## src/pc_stack_consts.vh

```
// Register offsets, field positions, reset values and vectors of the PC and return stack block
`ifndef PC_STACK_CONSTS_VH
`define PC_STACK_CONSTS_VH

`define PC_WIDTH            21
`define PC_STEP             21'h000002
`define PC_RESET            21'h000000
`define VECTOR_HIGH_PRIO    21'h000008
`define VECTOR_LOW_PRIO     21'h000018

`define STACK_DEPTH         5'h1F
`define POS_WIDTH           5
`define POS_EMPTY           5'h00

`define ADDR_WIDTH          12
`define OFF_PC_LOW          12'h000
`define OFF_PC_HIGH_LATCH   12'h004
`define OFF_PC_UPPER_LATCH  12'h008
`define OFF_STACK_POINTER   12'h00C
`define OFF_TOP_LOW         12'h010
`define OFF_TOP_HIGH        12'h014
`define OFF_TOP_UPPER       12'h018

`define SEL_PC_LOW          3'h0
`define SEL_HIGH_LATCH      3'h1
`define SEL_UPPER_LATCH     3'h2
`define SEL_POINTER         3'h3
`define SEL_TOP_LOW         3'h4
`define SEL_TOP_HIGH        3'h5
`define SEL_TOP_UPPER       3'h6
`define SEL_NONE            3'h7

`define PTR_FULL_BIT        7
`define PTR_UNF_BIT         6
`define LATCH_RESET         8'h00

`endif

```

## src/return_stack_ram.v

```verilog
// Return stack storage: 31 words of 21 bits, position zero has no storage
`timescale 1ns/1ps
`include "pc_stack_consts.vh"

module return_stack_ram (
  input  wire        sys_clk,
  input  wire        wrEn,
  input  wire [4:0]  wrPos,
  input  wire [20:0] wrData,
  input  wire [4:0]  rdPos,
  output wire [20:0] rdData
);

  reg [20:0] words [1:31];

  // Position zero reads as zero and swallows writes
  assign rdData = (rdPos == `POS_EMPTY) ? `PC_RESET : words[rdPos];

  always @(posedge sys_clk) begin
    if (wrEn && (wrPos != `POS_EMPTY)) begin
      words[wrPos] <= wrData;
    end
  end

endmodule

```

## src/program_counter_return_stack.v

```verilog
// Program counter, return address stack and fast shadow stack with an APB register slave
//
// Operation
// - Program counter is 21 bits held as low, high and upper bytes.
// - Low byte read/write by software; high byte only through high latch.
// - Upper byte holds bits 20..16, updated only through upper latch.
// - Writing the low byte copies both latches into the counter.
// - Reading the low byte copies counter high and upper bytes into latches.
// - Bit zero stays zero; sequential advance adds two.
// - Calls, jumps and branches load the counter without using latches.
// - Up to 31 entries; push on call or interrupt, pop on returns.
// - Calls and returns leave both latches unchanged.
// - Stack is 31 words of 21 bits with a 5-bit pointer.
// - Push increments then writes; pop reads then decrements.
// - Every reset clears the pointer; position zero has no storage.
// - Software reaches only the top entry via three byte registers, and the pointer.
// - Full flag sets after 31 pushes; cleared only by software or power-on.
// - Reset-enable set: 31st push stores, sets full, resets device, pointer zero.
// - Reset-enable clear: pointer stays 31, further pushes do not overwrite.
// - Empty return loads zero; any empty pop sets underflow, pointer stays zero.
// - Full or underflow always flags; device reset only when enabled.
// - Push instruction stores current counter; pop instruction only decrements.
// - Interrupt vectoring loads shadow status, working and bank-select copies.
// - Fast interrupt return restores the three registers from shadow.
// - Fast call saves into shadow; fast return restores from it.
// - Interrupt loads vector 0008h or 0018h into the counter.
`timescale 1ns/1ps
`include "pc_stack_consts.vh"

module program_counter_return_stack (
  input  wire        sys_clk,
  input  wire        rstn,
  // APB slave
  input  wire        psel,
  input  wire        penable,
  input  wire        pwrite,
  input  wire [11:0] paddr,
  input  wire [31:0] pwdata,
  output reg  [31:0] prdata,
  output reg         pready,
  output reg         pslverr,
  // Core sequencing strobes, one operation per cycle
  input  wire        seqAdvance,
  input  wire        jumpLoad,
  input  wire [20:0] jumpTarget,
  input  wire        callReq,
  input  wire        returnReq,
  input  wire        fastOption,
  input  wire        pushInstr,
  input  wire        popInstr,
  input  wire        intAck,
  input  wire        intHighPriority,
  input  wire        stackOverflowResetEnable,
  input  wire [7:0]  statusIn,
  input  wire [7:0]  workingIn,
  input  wire [7:0]  bankSelectIn,
  // Results
  output reg  [20:0] programCounter,
  output reg         restoreValid,
  output reg  [7:0]  statusRestore,
  output reg  [7:0]  workingRestore,
  output reg  [7:0]  bankSelectRestore,
  output reg         stackDeviceReset,
  output reg         stackFullFlag,
  output reg         stackUnderflowFlag
);

  reg  [7:0]  pcHighLatch_reg;
  reg  [4:0]  pcUpperLatch_reg;
  reg  [4:0]  stackPosition_reg;
  reg  [7:0]  shadowStatus_reg;
  reg  [7:0]  shadowWorking_reg;
  reg  [7:0]  shadowBank_reg;

  wire [20:0] stackTopEntry;
  reg         ramWrEn;
  reg  [4:0]  ramWrPos;
  reg  [20:0] ramWrData;
  reg  [20:0] programCounter_next;
  reg  [4:0]  stackPosition_next;
  reg  [7:0]  pcHighLatch_next;
  reg  [4:0]  pcUpperLatch_next;
  reg  [31:0] readData_next;
  reg         slaveError_next;

  function [2:0] regSelect;
    input [11:0] addr;
    begin
      case (addr)
        `OFF_PC_LOW:         regSelect = `SEL_PC_LOW;
        `OFF_PC_HIGH_LATCH:  regSelect = `SEL_HIGH_LATCH;
        `OFF_PC_UPPER_LATCH: regSelect = `SEL_UPPER_LATCH;
        `OFF_STACK_POINTER:  regSelect = `SEL_POINTER;
        `OFF_TOP_LOW:        regSelect = `SEL_TOP_LOW;
        `OFF_TOP_HIGH:       regSelect = `SEL_TOP_HIGH;
        `OFF_TOP_UPPER:      regSelect = `SEL_TOP_UPPER;
        default:             regSelect = `SEL_NONE;
      endcase
    end
  endfunction

  // Sticky flag update shared by both stack flags; the event beats a clear
  function stickyNext;
    input setEvent;
    input current;
    input clearReq;
    begin
      stickyNext = setEvent | (current & ~clearReq);
    end
  endfunction

  wire [2:0]  busSel   = regSelect(paddr);
  wire        busSetup = psel & ~penable;
  wire        busWr    = psel & penable & pwrite & pready;
  wire        busRd    = psel & penable & ~pwrite & pready;

  // One core operation per cycle, interrupt acknowledge first
  wire doInt    = intAck;
  wire doCall   = ~intAck & callReq;
  wire doRet    = ~intAck & ~callReq & returnReq;
  wire doPushI  = ~intAck & ~callReq & ~returnReq & pushInstr;
  wire doPopI   = ~intAck & ~callReq & ~returnReq & ~pushInstr & popInstr;
  wire doJump   = ~intAck & ~callReq & ~returnReq & ~pushInstr & ~popInstr & jumpLoad;
  wire doSeq    = ~intAck & ~callReq & ~returnReq & ~pushInstr & ~popInstr & ~jumpLoad & seqAdvance;
  wire anyPush  = doInt | doCall | doPushI;
  wire anyPop   = doRet | doPopI;
  wire coreUsesStack = anyPush | anyPop;

  wire [20:0] pcPlusStep = programCounter + `PC_STEP;
  // Call pushes the address after the call; interrupt and push instruction the current one
  wire [20:0] pushValue  = doCall ? pcPlusStep : programCounter;

  wire stackAtTop   = (stackPosition_reg == `STACK_DEPTH);
  wire stackEmpty   = (stackPosition_reg == `POS_EMPTY);
  wire [4:0] posUp  = stackPosition_reg + 5'h01;
  wire [4:0] posDn  = stackPosition_reg - 5'h01;
  wire pushReachesTop = anyPush & (posUp == `STACK_DEPTH) & ~stackAtTop;
  wire pushBeyondTop  = anyPush & stackAtTop;
  wire setFull        = pushReachesTop | pushBeyondTop;
  wire setUnderflow   = anyPop & stackEmpty;
  // Device reset only on the 31st push and on underflow when enabled
  wire triggerReset   = stackOverflowResetEnable & (pushReachesTop | setUnderflow);

  // Top-of-stack byte writes merge into the selected entry; core stack use wins
  wire busTopWr = busWr & ~coreUsesStack & ~stackEmpty &
                  ((busSel == `SEL_TOP_LOW) | (busSel == `SEL_TOP_HIGH) | (busSel == `SEL_TOP_UPPER));

  always @* begin
    ramWrEn   = 1'b0;
    ramWrPos  = posUp;
    ramWrData = pushValue;
    if (anyPush && !stackAtTop) begin
      ramWrEn = 1'b1;
    end else if (busTopWr) begin
      ramWrEn  = 1'b1;
      ramWrPos = stackPosition_reg;
      case (busSel)
        `SEL_TOP_LOW:  ramWrData = {stackTopEntry[20:8], pwdata[7:0]};
        `SEL_TOP_HIGH: ramWrData = {stackTopEntry[20:16], pwdata[7:0], stackTopEntry[7:0]};
        default:       ramWrData = {pwdata[4:0], stackTopEntry[15:0]};
      endcase
    end
  end

  return_stack_ram stackRam (
    .sys_clk (sys_clk),
    .wrEn    (ramWrEn),
    .wrPos   (ramWrPos),
    .wrData  (ramWrData),
    .rdPos   (stackPosition_reg),
    .rdData  (stackTopEntry)
  );

  // Software clears a flag with a zero write; a one leaves it alone
  wire busPtrWr      = busWr & (busSel == `SEL_POINTER);
  wire fullClear     = busPtrWr & ~pwdata[`PTR_FULL_BIT];
  wire underClear    = busPtrWr & ~pwdata[`PTR_UNF_BIT];
  wire fullNext      = stickyNext(setFull, stackFullFlag, fullClear);
  wire underNext     = stickyNext(setUnderflow, stackUnderflowFlag, underClear);

  wire busPcLowWr    = busWr & (busSel == `SEL_PC_LOW);
  wire busPcLowRd    = busRd & (busSel == `SEL_PC_LOW);

  // Flags survive a stack-triggered device reset; only rstn or a software zero write clears them
  always @(posedge sys_clk or negedge rstn) begin
    if (!rstn) begin
      stackFullFlag      <= 1'b0;
      stackUnderflowFlag <= 1'b0;
    end else begin
      stackFullFlag      <= fullNext;
      stackUnderflowFlag <= underNext;
    end
  end

  // Next counter; a stack-triggered reset overrides every other source
  always @* begin
    programCounter_next = programCounter;
    if (triggerReset) begin
      programCounter_next = `PC_RESET;
    end else if (doInt) begin
      programCounter_next = intHighPriority ? `VECTOR_HIGH_PRIO : `VECTOR_LOW_PRIO;
    end else if (doCall || doJump) begin
      programCounter_next = {jumpTarget[20:1], 1'b0};
    end else if (doRet) begin
      // Empty stack returns zero from position zero
      programCounter_next = {stackTopEntry[20:1], 1'b0};
    end else if (busPcLowWr) begin
      programCounter_next = {pcUpperLatch_reg, pcHighLatch_reg, pwdata[7:1], 1'b0};
    end else if (doSeq || doPushI || doPopI) begin
      programCounter_next = {pcPlusStep[20:1], 1'b0};
    end
  end

  // Next pointer; pushes stop at the top, pops stop at empty
  always @* begin
    stackPosition_next = stackPosition_reg;
    if (triggerReset) begin
      stackPosition_next = `POS_EMPTY;
    end else if (anyPush) begin
      if (!stackAtTop) begin
        stackPosition_next = posUp;
      end
    end else if (anyPop) begin
      if (!stackEmpty) begin
        stackPosition_next = posDn;
      end
    end else if (busPtrWr) begin
      stackPosition_next = pwdata[4:0];
    end
  end

  always @(posedge sys_clk or negedge rstn) begin
    if (!rstn) begin
      programCounter    <= `PC_RESET;
      stackPosition_reg <= `POS_EMPTY;
      stackDeviceReset  <= 1'b0;
    end else begin
      programCounter    <= programCounter_next;
      stackPosition_reg <= stackPosition_next;
      stackDeviceReset  <= triggerReset;
    end
  end

  // Latches move only on a software read of the low byte or a software write to the latch itself
  always @* begin
    pcHighLatch_next  = pcHighLatch_reg;
    pcUpperLatch_next = pcUpperLatch_reg;
    if (busPcLowRd) begin
      pcHighLatch_next  = programCounter[15:8];
      pcUpperLatch_next = programCounter[20:16];
    end else if (busWr && busSel == `SEL_HIGH_LATCH) begin
      pcHighLatch_next  = pwdata[7:0];
    end else if (busWr && busSel == `SEL_UPPER_LATCH) begin
      pcUpperLatch_next = pwdata[4:0];
    end
  end

  always @(posedge sys_clk or negedge rstn) begin
    if (!rstn) begin
      pcHighLatch_reg  <= `LATCH_RESET;
      pcUpperLatch_reg <= 5'h00;
    end else begin
      pcHighLatch_reg  <= pcHighLatch_next;
      pcUpperLatch_reg <= pcUpperLatch_next;
    end
  end

  // Shadow stack holds one level; a nested interrupt overwrites it
  always @(posedge sys_clk or negedge rstn) begin
    if (!rstn) begin
      shadowStatus_reg  <= 8'h00;
      shadowWorking_reg <= 8'h00;
      shadowBank_reg    <= 8'h00;
      restoreValid      <= 1'b0;
      statusRestore     <= 8'h00;
      workingRestore    <= 8'h00;
      bankSelectRestore <= 8'h00;
    end else begin
      restoreValid <= doRet & fastOption;
      if (doInt || (doCall && fastOption)) begin
        shadowStatus_reg  <= statusIn;
        shadowWorking_reg <= workingIn;
        shadowBank_reg    <= bankSelectIn;
      end
      if (doRet && fastOption) begin
        statusRestore     <= shadowStatus_reg;
        workingRestore    <= shadowWorking_reg;
        bankSelectRestore <= shadowBank_reg;
      end
    end
  end

  // Read data is captured in the setup cycle so the access phase needs no wait
  always @* begin
    readData_next   = prdata;
    slaveError_next = pslverr;
    if (busSetup) begin
      slaveError_next = (busSel == `SEL_NONE);
      case (busSel)
        `SEL_PC_LOW:      readData_next = {24'h000000, programCounter[7:0]};
        `SEL_HIGH_LATCH:  readData_next = {24'h000000, pcHighLatch_reg};
        `SEL_UPPER_LATCH: readData_next = {27'h0000000, pcUpperLatch_reg};
        `SEL_POINTER:     readData_next = {24'h000000, fullNext, underNext, 1'b0, stackPosition_reg};
        `SEL_TOP_LOW:     readData_next = {24'h000000, stackTopEntry[7:0]};
        `SEL_TOP_HIGH:    readData_next = {24'h000000, stackTopEntry[15:8]};
        `SEL_TOP_UPPER:   readData_next = {27'h0000000, stackTopEntry[20:16]};
        default:          readData_next = 32'h00000000;
      endcase
    end
  end

  // Data and error stand until the next setup cycle
  always @(posedge sys_clk or negedge rstn) begin
    if (!rstn) begin
      prdata  <= 32'h00000000;
      pready  <= 1'b0;
      pslverr <= 1'b0;
    end else begin
      prdata  <= readData_next;
      pready  <= 1'b1;
      pslverr <= slaveError_next;
    end
  end

endmodule

```

## config.mk

```make
export PLATFORM = sky130hd
export DESIGN_NAME = program_counter_return_stack
export DESIGN_NICKNAME = d
export VERILOG_FILES = /design/src/return_stack_ram.v /design/src/program_counter_return_stack.v
export VERILOG_INCLUDE_DIRS = /design/src
export SDC_FILE = /design/constraint.sdc
export NUM_CORES = 1
export LEC_CHECK = 0
export BUFFER_PORTS_ARGS = -buffer_cell sky130_fd_sc_hd__buf_2
export CORE_ASPECT_RATIO = 0.9
export CORE_UTILIZATION = 30
export CTS_CLUSTER_SIZE = 20
export DETAILED_ROUTE_END_ITERATION = 16
export GPL_TIMING_DRIVEN = 0
export SYNTH_ARGS = -nofsm -noshare
export SYNTH_HDL_FRONTEND = slang
export SYNTH_SLANG_ARGS = --single-unit
```

## constraint.sdc

```tcl
create_clock -name sys_clk -period 11.2 [get_ports sys_clk]
set_clock_uncertainty 0.15 [all_clocks]
set_input_delay 2.24 -clock sys_clk [delete_from_list [all_inputs] [get_ports sys_clk]]
set_output_delay 2.24 -clock sys_clk [all_outputs]
set_load 0.02 [all_outputs]
```

Yosys cells after proc, flatten, opt, wreduce, memory -nomap -nowiden
Memories as Yosys holds them, arrays and structs flattened.
Index checks and enable logic that the tools add are counted.
{"block": "word_totals", "ram_bits": 651, "elab_cells": 149, "register_bits": 125, "out_inout_bits": 83, "input_bits": 104, "memories": 1}
{"block": "classes", "bitwise": 58, "n_addsub": 3, "n_eq_ne": 18, "n_reduce_logical": 21, "mux": 31}
{"memory": "stackRam.words", "words": 31, "width": 21, "rd": 1, "rd_clocked_by_memory_dff": 0, "write_ports": 1, "line_no": "return_stack_ram.v:14", "rtl": "reg [20:0] words [1:31];"}
{"operator": "21-bit 2-to-1 mux", "n": 10}
{"operator": "5-bit 2-to-1 mux", "n": 12}
{"operator": "8-bit one-hot mux with 7 select lines", "n": 1}
{"operator": "21-bit one-hot mux with 2 select lines", "n": 1}
{"operator": "12-bit by 5-bit equality test with 1-bit output (second input constant)", "n": 3}
{"operator": "1-bit AND", "n": 33}
{"operator": "12-bit by 4-bit equality test with 1-bit output (second input constant)", "n": 2}
{"operator": "21-bit by 2-bit adder with 21-bit output (second input constant)", "n": 1}
{"operator": "3-bit one-hot mux with 7 select lines", "n": 1}
{"operator": "8-bit 2-to-1 mux", "n": 2}
{"operator": "1-bit NOT", "n": 15}
{"operator": "12-bit by 3-bit equality test with 1-bit output (second input constant)", "n": 1}
{"operator": "3-bit equality test (second input constant)", "n": 4}
{"operator": "12-bit zero test", "n": 1}
{"operator": "5-bit equality test (second input constant)", "n": 2}
{"operator": "1-bit bitwise OR", "n": 10}
{"operator": "3-bit by 2-bit equality test with 1-bit output (second input constant)", "n": 2}
{"operator": "1-bit logical AND", "n": 6}
{"operator": "6-bit nonzero test", "n": 1}
{"operator": "5-bit by 1-bit adder with 5-bit output (second input constant)", "n": 1}
{"operator": "5-bit zero test", "n": 1}
{"operator": "5-bit nonzero test", "n": 1}
{"operator": "5-bit by 1-bit subtractor with 5-bit output (second input constant)", "n": 1}
{"operator": "1-bit logical OR", "n": 4}
{"operator": "other kinds (11)", "n": 15}

Longest topological paths before layout
Gate-level depths: netlist (run 1).
{"block": "depth", "ltp_word": 17, "mapped_depth": 14, "ltp_nobuf": 9}

By module
A second synthesis (run 1) with hierarchy kept.
{"block": "unflattened", "hier_cells": 1886, "area_unflattened_um2": 31731.7}
{"module": "return_stack_ram", "cells_per_inst": 1167, "instances": 1, "area_per_inst_um2": 25147.9, "seq_area_each_um2": 19548.7}
{"module": "program_counter_return_stack", "cells_per_inst": 719, "instances": 1, "area_per_inst_um2": 6583.8, "seq_area_each_um2": 2502.4}

Worst setup path before layout (run 1)
OpenSTA, ideal clock, no wires.
{"block": "synth_timing", "kind": "input -> register", "from": "in intAck", "to": "mem stackRam.words[10][17], data pin", "n_path_buf": 3, "required_ns": 10.604, "t_arrival_ns": 4.963, "setup_ns": 0.446, "cell_stages": 7, "setup_slack_ns": 5.640, "path_cell_list": "clkbuf_1 nor2_1 nand3_1 or3_1 buf_2 clkbuf_1 o21ai_0"}
{"block": "synth_via", "elab_chain_cells": 13, "elab_cells_between_ends": 20, "classes_between": "3 x mux; 16 x bitwise; 1 x reduce/logical"}
{"item": "start: declaration", "line_no": "program_counter_return_stack.v:51", "rtl": "input wire intAck,"}
{"item": "1-bit NOT"}
{"item": "1-bit AND", "line_no": "program_counter_return_stack.v:120, program_counter_return_stack.v:121, program_counter_return_stack.v:122"}
{"item": "1-bit AND", "line_no": "program_counter_return_stack.v:121, program_counter_return_stack.v:122"}
{"item": "1-bit AND (2 in series)", "line_no": "program_counter_return_stack.v:122", "rtl": "wire doPopI = ~intAck & ~callReq & ~returnReq & ~pushInstr & popInstr;"}
{"item": "1-bit bitwise OR", "line_no": "program_counter_return_stack.v:126", "rtl": "wire anyPop = doRet | doPopI;"}
{"item": "1-bit bitwise OR", "line_no": "program_counter_return_stack.v:127", "rtl": "wire coreUsesStack = anyPush | anyPop;"}
{"item": "1-bit NOT", "line_no": "program_counter_return_stack.v:145", "rtl": "wire busTopWr = busWr & ~coreUsesStack & ~stackEmpty &"}
{"item": "1-bit AND (3 in series)", "line_no": "program_counter_return_stack.v:145"}
{"item": "21-bit 2-to-1 mux", "line_no": "program_counter_return_stack.v:154", "rtl": "end else if (busTopWr) begin"}
{"item": "21-bit 2-to-1 mux (*)", "line_no": "program_counter_return_stack.v:152", "rtl": "if (anyPush && !stackAtTop) begin"}
{"item": "net ramWrData[17]", "line_no": "program_counter_return_stack.v:78", "rtl": "reg [20:0] ramWrData;"}
{"item": "end: declaration", "line_no": "return_stack_ram.v:14"}
Mark *: on every way through the listed nets, which the timed path passes. The rest lies on a longest branch.

Worst setup path after layout (run 1)
{"block": "layout_timing", "from": "in intAck", "to": "mem stackRam.words[23][16], enable pin"}
{"block": "layout_via", "elab_chain_cells": 17, "elab_cells_between_ends": 25, "classes_between": "6 x mux; 16 x bitwise; 3 x reduce/logical"}
{"item": "1-bit NOT"}
{"item": "1-bit AND", "line_no": "program_counter_return_stack.v:120, program_counter_return_stack.v:121, program_counter_return_stack.v:122"}
{"item": "1-bit AND", "line_no": "program_counter_return_stack.v:121, program_counter_return_stack.v:122"}
{"item": "1-bit AND (2 in series)", "line_no": "program_counter_return_stack.v:122"}
{"item": "1-bit bitwise OR", "line_no": "program_counter_return_stack.v:126"}
{"item": "1-bit bitwise OR", "line_no": "program_counter_return_stack.v:127"}
{"item": "1-bit NOT", "line_no": "program_counter_return_stack.v:145"}
{"item": "1-bit AND (3 in series)", "line_no": "program_counter_return_stack.v:145"}
{"item": "5-bit 2-to-1 mux", "line_no": "program_counter_return_stack.v:154"}
{"item": "5-bit 2-to-1 mux", "line_no": "program_counter_return_stack.v:152"}
{"item": "5-bit nonzero test (no source line)"}
{"item": "1-bit logical AND", "line_no": "return_stack_ram.v:20", "rtl": "if (wrEn && (wrPos != `POS_EMPTY)) begin"}
{"item": "1-bit 2-to-1 mux", "line_no": "return_stack_ram.v:20"}
{"item": "1-bit 2-to-1 mux (not written as such)", "line_no": "return_stack_ram.v:21", "rtl": "words[wrPos] <= wrData;"}
Parallel ways exist; a longest one is shown, timed or not.

==> impl_metrics.xml, run 1 <==
<?xml version="1.0" encoding="UTF-8"?>
<metrics>
  <group name="outcome">
    <metric name="status" unit="">complete, but fails checks</metric>
    <metric name="violated_checks" unit="">capacitance limit, slew limit</metric>
  </group>
  <group name="cts">
    <metric name="cts_inserted_buffers" unit="">79</metric>
    <metric name="clkTransAtPathRegs" unit="ns">0.06</metric>
    <metric name="cts.sink_count" unit="">751</metric>
    <metric name="clk-insertion-delay-late" unit="ns">0.65</metric>
    <metric name="clock_tree_from_tritoncts" unit="">built</metric>
    <metric name="postcts_setup_bufs" unit="">0</metric>
    <metric name="post_cts_resized" unit="">0</metric>
    <metric name="cts_root_buf" unit="">clkbuf_16</metric>
    <metric name="h-tree-depth" unit="">3</metric>
    <metric name="cts-hold-fix-buffers" unit="">0</metric>
    <metric name="cts_buffer_depth" unit="">3</metric>
  </group>
  <group name="logic_synthesis">
    <metric name="synthesis.instances" unit="">1999</metric>
    <metric name="ys_top_cells_by_area" unit="">edfxtp_1 60%, dfrtp_1 7.7%, mux4_2 7.1%, mux2i_1 4.0%, mux2_2 2.4%</metric>
    <metric name="yosys.cell_types.count" unit="">93</metric>
    <metric name="synth.avg_cell_area" unit="sq um">16.2</metric>
    <metric name="synth_top_cell_by_area" unit="">edfxtp_1</metric>
    <metric name="synth_top_area_share" unit="%">60.4</metric>
    <metric name="synth-seq-area-share" unit="%">68.1</metric>
    <metric name="most_common_cell_in_the_synthesized_netlist" unit="">edfxtp_1</metric>
    <metric name="synth_commonest_cells" unit="">651 x edfxtp_1, 129 x mux2i_1, 120 x nand2_1</metric>
    <metric name="ys_warn_count" unit="">0</metric>
    <metric name="yosys_register_bits" unit="">751</metric>
    <metric name="ys.flop_type" unit="">edfxtp_1</metric>
    <metric name="syn_area" unit="sq um">32400</metric>
    <metric name="synthArstFlopShare" unit="%">13.3</metric>
    <metric name="synth-edff-count" unit="">651</metric>
  </group>
  <group name="worst_setup_path">
    <metric name="list_of_cells_traversed_by_the_critical_path" unit="">clkbuf_1 &gt; nor2_1 &gt; nand3_1 &gt; nor3_2 &gt; a2bb2oi_1 &gt; o22a_1 &gt; nor2_4</metric>
    <metric name="critPathArrivalTime" unit="ns">5.86</metric>
    <metric name="startpoint" unit="">intAck</metric>
    <metric name="cpLargestDelayFamily" unit="">simple AND/OR/NAND/NOR gates</metric>
    <metric name="critical-path-slowest-cell" unit="">nor2_4</metric>
    <metric name="critical_path_cell_count" unit="">7</metric>
    <metric name="cp-start-kind" unit="">primary input</metric>
    <metric name="critical_path_max_stage_delay" unit="ns">0.99</metric>
    <metric name="worst-path-buf-inv" unit="">1</metric>
    <metric name="reg2reg_path_depth" unit="">11</metric>
    <metric name="critPathMaxFanout" unit="">21</metric>
    <metric name="required" unit="ns">11.30</metric>
    <metric name="timing.critical_path.to_type" unit="">register</metric>
    <metric name="reg2reg_from" unit="">stackPosition_reg[1]</metric>
    <metric name="rrSetupSlack" unit="ns">5.57</metric>
    <metric name="worst-setup-path-type" unit="">primary input to register</metric>
    <metric name="crit-reg2reg-capture" unit="">stackRam.words[28][12]</metric>
  </group>
  <group name="timing">
    <metric name="unrepaired_setup_endpoints_after_global_routing" unit="">no</metric>
    <metric name="timing_worst_slew_pin_value" unit="ns">1.52</metric>
    <metric name="timing.final.crit_share" unit="%">51.4</metric>
    <metric name="finalMaxSlewViolations" unit="">4</metric>
    <metric name="report.final.hold_viol_count" unit="">0</metric>
    <metric name="final_worst_path_period_need" unit="ns">5.75</metric>
    <metric name="maxClockFrequency" unit="MHz">174</metric>
    <metric name="final_setup_violation_count" unit="">0</metric>
    <metric name="setup_total_negative_slack" unit="ns">0</metric>
    <metric name="worst_slew_margin_rel" unit="%">-3.21</metric>
  </group>
  <group name="route">
    <metric name="routed_wirelength" unit="microns">108000</metric>
    <metric name="route.antenna.remaining_nets" unit="">0</metric>
    <metric name="dr.first_iter.drc_count" unit="">2874</metric>
    <metric name="dr_total_vias" unit="">20700</metric>
    <metric name="drt_pass1_iterations" unit="">8</metric>
    <metric name="vias_per_cell" unit="">5.49</metric>
    <metric name="post_dr_wirelength_cell" unit="microns">28.7</metric>
    <metric name="drcViolationCount" unit="">0</metric>
  </group>
  <group name="power_and_ir_drop">
    <metric name="power.density_cell_area" unit="nW/um^2">259</metric>
    <metric name="power.static_leakage" unit="nW">13.4</metric>
    <metric name="largest_vdd_supply_drop" unit="mV">0.123</metric>
  </group>
  <group name="die">
    <metric name="die-height" unit="microns">314</metric>
    <metric name="core.rowCount" unit="">113</metric>
    <metric name="die_w" unit="microns">348</metric>
    <metric name="dieArea" unit="sq um">109000</metric>
    <metric name="core_area" unit="sq um">106000</metric>
    <metric name="num_io_pins" unit="">187</metric>
    <metric name="initial_core_util" unit="%">30.5</metric>
  </group>
  <group name="global_routing">
    <metric name="gr-total-overflow" unit="">0</metric>
    <metric name="largest_net_degree_at_the_start_of_global_routing" unit="">52</metric>
    <metric name="grtUsageTotal" unit="%">19.4</metric>
    <metric name="grt_antenna_before_repair" unit="">3</metric>
    <metric name="grt_pass1_wl" unit="microns">151000</metric>
    <metric name="first_global_vias" unit="">20300</metric>
  </group>
  <group name="final_layout">
    <metric name="layout.core_utilization" unit="%">36.3</metric>
    <metric name="final_net_count" unit="">2379</metric>
    <metric name="finished_layout_cells" unit="">3769</metric>
    <metric name="largest-register" unit="">stackRam.words</metric>
    <metric name="largest_reg_flops" unit="">651</metric>
    <metric name="biggestRegsByFlops" unit="">stackRam.words x651, programCounter x20</metric>
    <metric name="syn_to_final_growth" unit="%">19.2</metric>
    <metric name="post_route_cells_drive_above_1_share" unit="%">26.6</metric>
  </group>
  <group name="place">
    <metric name="place_inst" unit="">3626</metric>
    <metric name="io_buffers" unit="">133</metric>
    <metric name="dp_hpwl" unit="microns">74000</metric>
    <metric name="globalplace.congestion" unit="">0.958</metric>
  </group>
  <group name="job">
    <metric name="timing.max_cap.violations" unit="">1</metric>
  </group>
  <group name="hold_path">
    <metric name="hold_path.class" unit="">register to register</metric>
    <metric name="min_from" unit="">shadowWorking_reg[0]</metric>
    <metric name="min_path_cells" unit="">1</metric>
    <metric name="min_delay_worst_endpoint" unit="">workingRestore[0]</metric>
  </group>
</metrics>
==> logic make-up (layout without fill, tap and decap cells) <==
group / Yosys count / count (layout) / share of synthesized area [%]
other: 2 / 28 / 0.0232
XOR/XNOR: 36 / 36 / 0.974
multiplexers: 314 / 314 / 14.6
AND/OR/NAND/NOR: 426 / 426 / 6.48
AO/OA/AOI/OAI: 300 / 300 / 6.55
buffers and inverters: 165 / 472 / 3.00
flip-flops: 751 / 751 / 68.1
adder cells (fa/ha/maj): 5 / 5 / 0.193
==> cell type report <==
cell class                      count  area (sq um)
Clock inverter                     42           487
Buffer                            153           927
Multi-Input combinational cell   1107          9790
Antenna cell                        2          5.00
Timing Repair Buffer              166          1350
Inverter                           12          45.0
Tap cell                         1437          1800
Sequential cell                   751         22100
Clock buffer                       99          2110
Fill cell                        9900         67600
==> metal layers <==
layer / up-vias / wire length [microns] / GRT usage (%)
met2: 1255 / 48700 / 29.8
met4: 0 / 3830 / 6.25
met5: - / 0 / 0
met1: 10800 / 44700 / 27.2
li1: 8445 / - / -
met3: 230 / 11000 / 4.33
==> power by group <==
group	internal (mW)	total [mW]	leakage [nW]	switching, mW
registers	3.55	3.66	7.24	0.113
logic	1.21	3.67	4.89	2.46
clock network	1.53	2.66	1.25	1.13
total	6.29	9.99	13.4	3.70
==> stage by stage <==
| step | power (mW) | hold WS (ns) | instance area [sq um] | worst slack (ns) |
|---|---|---|---|---|
| global placement | 7.07 | 0.329 | 34900 | 3.35 |
| finish | 9.99 | 0.348 | 38600 | 5.45 |
| floorplan | 5.71 | 0.324 | 32400 | 5.64 |
| global route | 10.2 | 0.368 | 38600 | 5.41 |
| detailed placement | 7.30 | 0.341 | 35900 | 4.94 |
| CTS | 9.94 | 0.349 | 38500 | 5.35 |
==> layout by cell type (no fill, tap or decap), types with 13 or more instances in the layout <==
cell	Yosys	final
a211oi_1	18	18
a21oi_1	57	53
a22oi_1	34	34
and3_1	17	17
buf_16	0	14
buf_2	33	165
buf_4	33	34
buf_8	7	21
clkbuf_1	56	71
clkbuf_16	0	80
conb_1	2	26
dfrtp_1	100	100
edfxtp_1	651	651
mux2_2	69	69
mux2i_1	129	127
mux4_1	14	14
mux4_2	102	102
nand2_1	120	120
nand2b_1	16	16
nand3_1	48	48
nand4_1	24	24
nor2_1	111	80
nor2_4	0	31
nor3_1	19	19
o21ai_0	53	47
xnor2_1	23	23
xor2_1	13	13
==> worst max path at each step <==
stage | end | slack [ns]
6_report | stackRam.words[23][16] | 5.45
5_1_grt | stackRam.words[23][2] | 5.41
4_1_cts | stackRam.words[2][15] | 5.35
3_5_place_dp | stackRam.words[2][5] | 4.94
3_3_place_gp | stackRam.words[16][17] | 3.35
2_1_floorplan | stackRam.words[10][17] | 5.64
No activity file was read; power rests on OpenSTA's default activity.
==> run 2: changes to the inputs <==
==> constraint.sdc (replaced) <==
create_clock -name sys_clk -period 5.7 [get_ports sys_clk]
set_clock_uncertainty 0.15 [all_clocks]
set_input_delay 1.14 -clock sys_clk [delete_from_list [all_inputs] [get_ports sys_clk]]
set_output_delay 1.14 -clock sys_clk [all_outputs]
set_load 0.02 [all_outputs]
==> run 2 against run 1 <==
  * The flow finishes with violations (capacitance limit)
  * Flip-flop and latch count is the same
  * Worst setup slack lost 5.4 ns
  * Sequential share of layout area is the same
  * Sequential power grew 96%
  * Global-route usage is essentially flat
  * Via count is essentially flat
  * Routed wire length is essentially flat
  * Die area is the same
  * Final cell count is the same
  * Highest routed layer unchanged
==> impl_metrics.xml, run 2 (synthesis results as in run 1) <==
<?xml version="1.0" encoding="UTF-8"?>
<metrics>
  <group name="final_layout">
    <metric name="final.fill_count" unit="">9900</metric>
    <metric name="layout_commonest_cell" unit="">edfxtp_1</metric>
    <metric name="post_route_cells_drive_above_1_share" unit="%">26.6</metric>
    <metric name="largest-register" unit="">stackRam.words</metric>
    <metric name="final_net_count" unit="">2379</metric>
    <metric name="seq_cell_area" unit="sq um">22100</metric>
    <metric name="largest_reg_flops" unit="">651</metric>
    <metric name="biggestRegsByFlops" unit="">stackRam.words x651, programCounter x20</metric>
    <metric name="multiInputGateArea" unit="sq um">9790</metric>
    <metric name="layout.core_utilization" unit="%">36.3</metric>
    <metric name="syn_to_final_growth" unit="%">19.2</metric>
    <metric name="layout.cells.most_common_list" unit="">651 x edfxtp_1, 165 x buf_2, 127 x mux2i_1</metric>
    <metric name="finished_layout_cells" unit="">3769</metric>
  </group>
  <group name="power_and_ir_drop">
    <metric name="power.static_leakage" unit="nW">13.4</metric>
    <metric name="largest_vdd_supply_drop" unit="mV">0.242</metric>
    <metric name="power.density_cell_area" unit="nW/um^2">509</metric>
  </group>
  <group name="worst_setup_path">
    <metric name="reg2reg_from" unit="">stackPosition_reg[1]</metric>
    <metric name="required" unit="ns">5.80</metric>
    <metric name="critPathArrivalTime" unit="ns">5.75</metric>
    <metric name="crit-reg2reg-capture" unit="">stackRam.words[23][13]</metric>
    <metric name="critPathMaxFanout" unit="">21</metric>
    <metric name="reg2reg_path_depth" unit="">10</metric>
    <metric name="timing.critical_path.to_type" unit="">register</metric>
    <metric name="worst-setup-path-type" unit="">register to register</metric>
    <metric name="cp-start-kind" unit="">register</metric>
    <metric name="startpoint" unit="">stackPosition_reg[1]</metric>
    <metric name="timing.critical_path.to" unit="">stackRam.words[23][13]</metric>
    <metric name="rrSetupSlack" unit="ns">0.06</metric>
  </group>
  <group name="global_routing">
    <metric name="first_global_vias" unit="">20300</metric>
    <metric name="grt_antenna_before_repair" unit="">2</metric>
    <metric name="grt_pass1_wl" unit="microns">151000</metric>
    <metric name="gr-total-overflow" unit="">0</metric>
    <metric name="grtUsageTotal" unit="%">19.4</metric>
    <metric name="largest_net_degree_at_the_start_of_global_routing" unit="">52</metric>
  </group>
  <group name="timing">
    <metric name="finalHoldWorstSlack" unit="ns">0.348</metric>
    <metric name="final_worst_path_period_need" unit="ns">5.64</metric>
    <metric name="timing.final.crit_share" unit="%">99.0</metric>
    <metric name="setup_total_negative_slack" unit="ns">0</metric>
    <metric name="maxClockFrequency" unit="MHz">177</metric>
    <metric name="worst_slack" unit="ns">0.0554</metric>
    <metric name="finalMaxSlewViolations" unit="">0</metric>
    <metric name="worst_slew_margin_rel" unit="%">1.08</metric>
    <metric name="final_setup_violation_count" unit="">0</metric>
    <metric name="unrepaired_setup_endpoints_after_global_routing" unit="">no</metric>
    <metric name="timing_worst_slew_pin_value" unit="ns">1.46</metric>
    <metric name="report.final.hold_viol_count" unit="">0</metric>
  </group>
  <group name="die">
    <metric name="initial_core_util" unit="%">30.5</metric>
    <metric name="dieArea" unit="sq um">109000</metric>
    <metric name="die-height" unit="microns">314</metric>
    <metric name="core.rowCount" unit="">113</metric>
    <metric name="core_area" unit="sq um">106000</metric>
    <metric name="num_io_pins" unit="">187</metric>
    <metric name="die_w" unit="microns">348</metric>
  </group>
  <group name="route">
    <metric name="dr_total_vias" unit="">20700</metric>
    <metric name="vias_per_cell" unit="">5.49</metric>
    <metric name="drcViolationCount" unit="">0</metric>
    <metric name="post_dr_wirelength_cell" unit="microns">28.7</metric>
    <metric name="dr.first_iter.drc_count" unit="">2898</metric>
    <metric name="routed_wirelength" unit="microns">108000</metric>
    <metric name="route.antenna.remaining_nets" unit="">0</metric>
    <metric name="drt_pass1_iterations" unit="">6</metric>
  </group>
  <group name="outcome">
    <metric name="violated_checks" unit="">capacitance limit</metric>
    <metric name="status" unit="">complete, but fails checks</metric>
  </group>
  <group name="cts">
    <metric name="cts_inserted_buffers" unit="">79</metric>
    <metric name="cts_buffer_depth" unit="">3</metric>
    <metric name="clock_tree_from_tritoncts" unit="">built</metric>
    <metric name="postcts_setup_bufs" unit="">0</metric>
    <metric name="h-tree-depth" unit="">3</metric>
    <metric name="cts.sink_count" unit="">751</metric>
    <metric name="cts-hold-fix-buffers" unit="">0</metric>
    <metric name="clkTransAtPathRegs" unit="ns">0.06</metric>
    <metric name="clk-insertion-delay-late" unit="ns">0.65</metric>
    <metric name="cts_root_buf" unit="">clkbuf_16</metric>
  </group>
  <group name="place">
    <metric name="place_inst" unit="">3626</metric>
    <metric name="dp_hpwl" unit="microns">74000</metric>
    <metric name="io_buffers" unit="">133</metric>
    <metric name="pre_cts_ws" unit="ns">-0.140</metric>
    <metric name="globalplace.congestion" unit="">0.958</metric>
  </group>
  <group name="job">
    <metric name="timing.max_cap.violations" unit="">1</metric>
  </group>
  <group name="hold_path">
    <metric name="hold_path.class" unit="">register to register</metric>
  </group>
</metrics>
[run 2: cell counts in the layout (fill, tap and decap cells not counted)]
Identical to the previous run, type by type.
[run 2: per-layer routing]
layer	global-route usage, %	share of wire (%)	wire length, microns	vias to the layer above
met5	0	0	0	-
met1	27.2	41	44700	10800
met3	4.31	10	10800	241
li1	-	-	-	8440
met2	29.9	45	48800	1241
met4	6.19	3.6	3900	0
[run 2: power breakdown]
group          switching, mW  leakage [nW]  total, mW  internal (mW)
clock network           2.22          1.25       5.23           3.01
registers              0.222          7.24       7.19           6.97
logic                   4.83          4.89       7.21           2.38
[run 2: through the flow]
step | cell area, sq um | total power [mW]
finish | 38600 | 19.6
CTS | 38600 | 19.5
global route | 38600 | 20.1
detailed placement | 35900 | 14.3
floorplan | 32400 | 11.2
global placement | 34900 | 13.9
[run 2: worst max-delay path, cell delays in order (launching register included)]
cell and delay, ns:
dfrtp_1 0.51, buf_2 0.31, inv_1 0.24, buf_1 0.78
ha_1 0.44, nor4b_2 0.60, nand2b_1 0.33, o31ai_1 0.15
a2bb2oi_1 0.17, o22a_1 0.57, nor2_4 0.97
[run 2: how the worst min path moves through the flow]
| stage | depth (start not counted) | to | slack (ns) | start |
|---|---|---|---|---|
| global placement | 1 | workingRestore[1] | 0.33 | shadowWorking_reg[1] |
| floorplan | 1 | bankSelectRestore[7] | 0.32 | shadowBank_reg[7] |
| detailed placement | 1 | bankSelectRestore[4] | 0.34 | bankSelectRestore[4] |
| CTS | 1 | bankSelectRestore[1] | 0.35 | shadowBank_reg[1] |
| global route | 1 | bankSelectRestore[4] | 0.37 | bankSelectRestore[4] |
| finish | 1 | workingRestore[0] | 0.35 | shadowWorking_reg[0] |
[run 2: layout make-up]
cell class	instances	area share [%]
Buffer	153	2.40
Antenna cell	2	0.0130
Clock buffer	99	5.48
Clock inverter	42	1.26
Tap cell	1437	4.66
Inverter	12	0.117
Timing Repair Buffer	166	3.49
Sequential cell	751	57.2
Multi-Input combinational cell	1107	25.4
[run 2: timing repair]
| action | 4_1_cts | 5_1_grt |
|---|---|---|
| endpoints found under the hold margin | 0 | 0 |
| resized for setup | 1 | 0 |
| setup endpoints to repair | 118 | 0 |
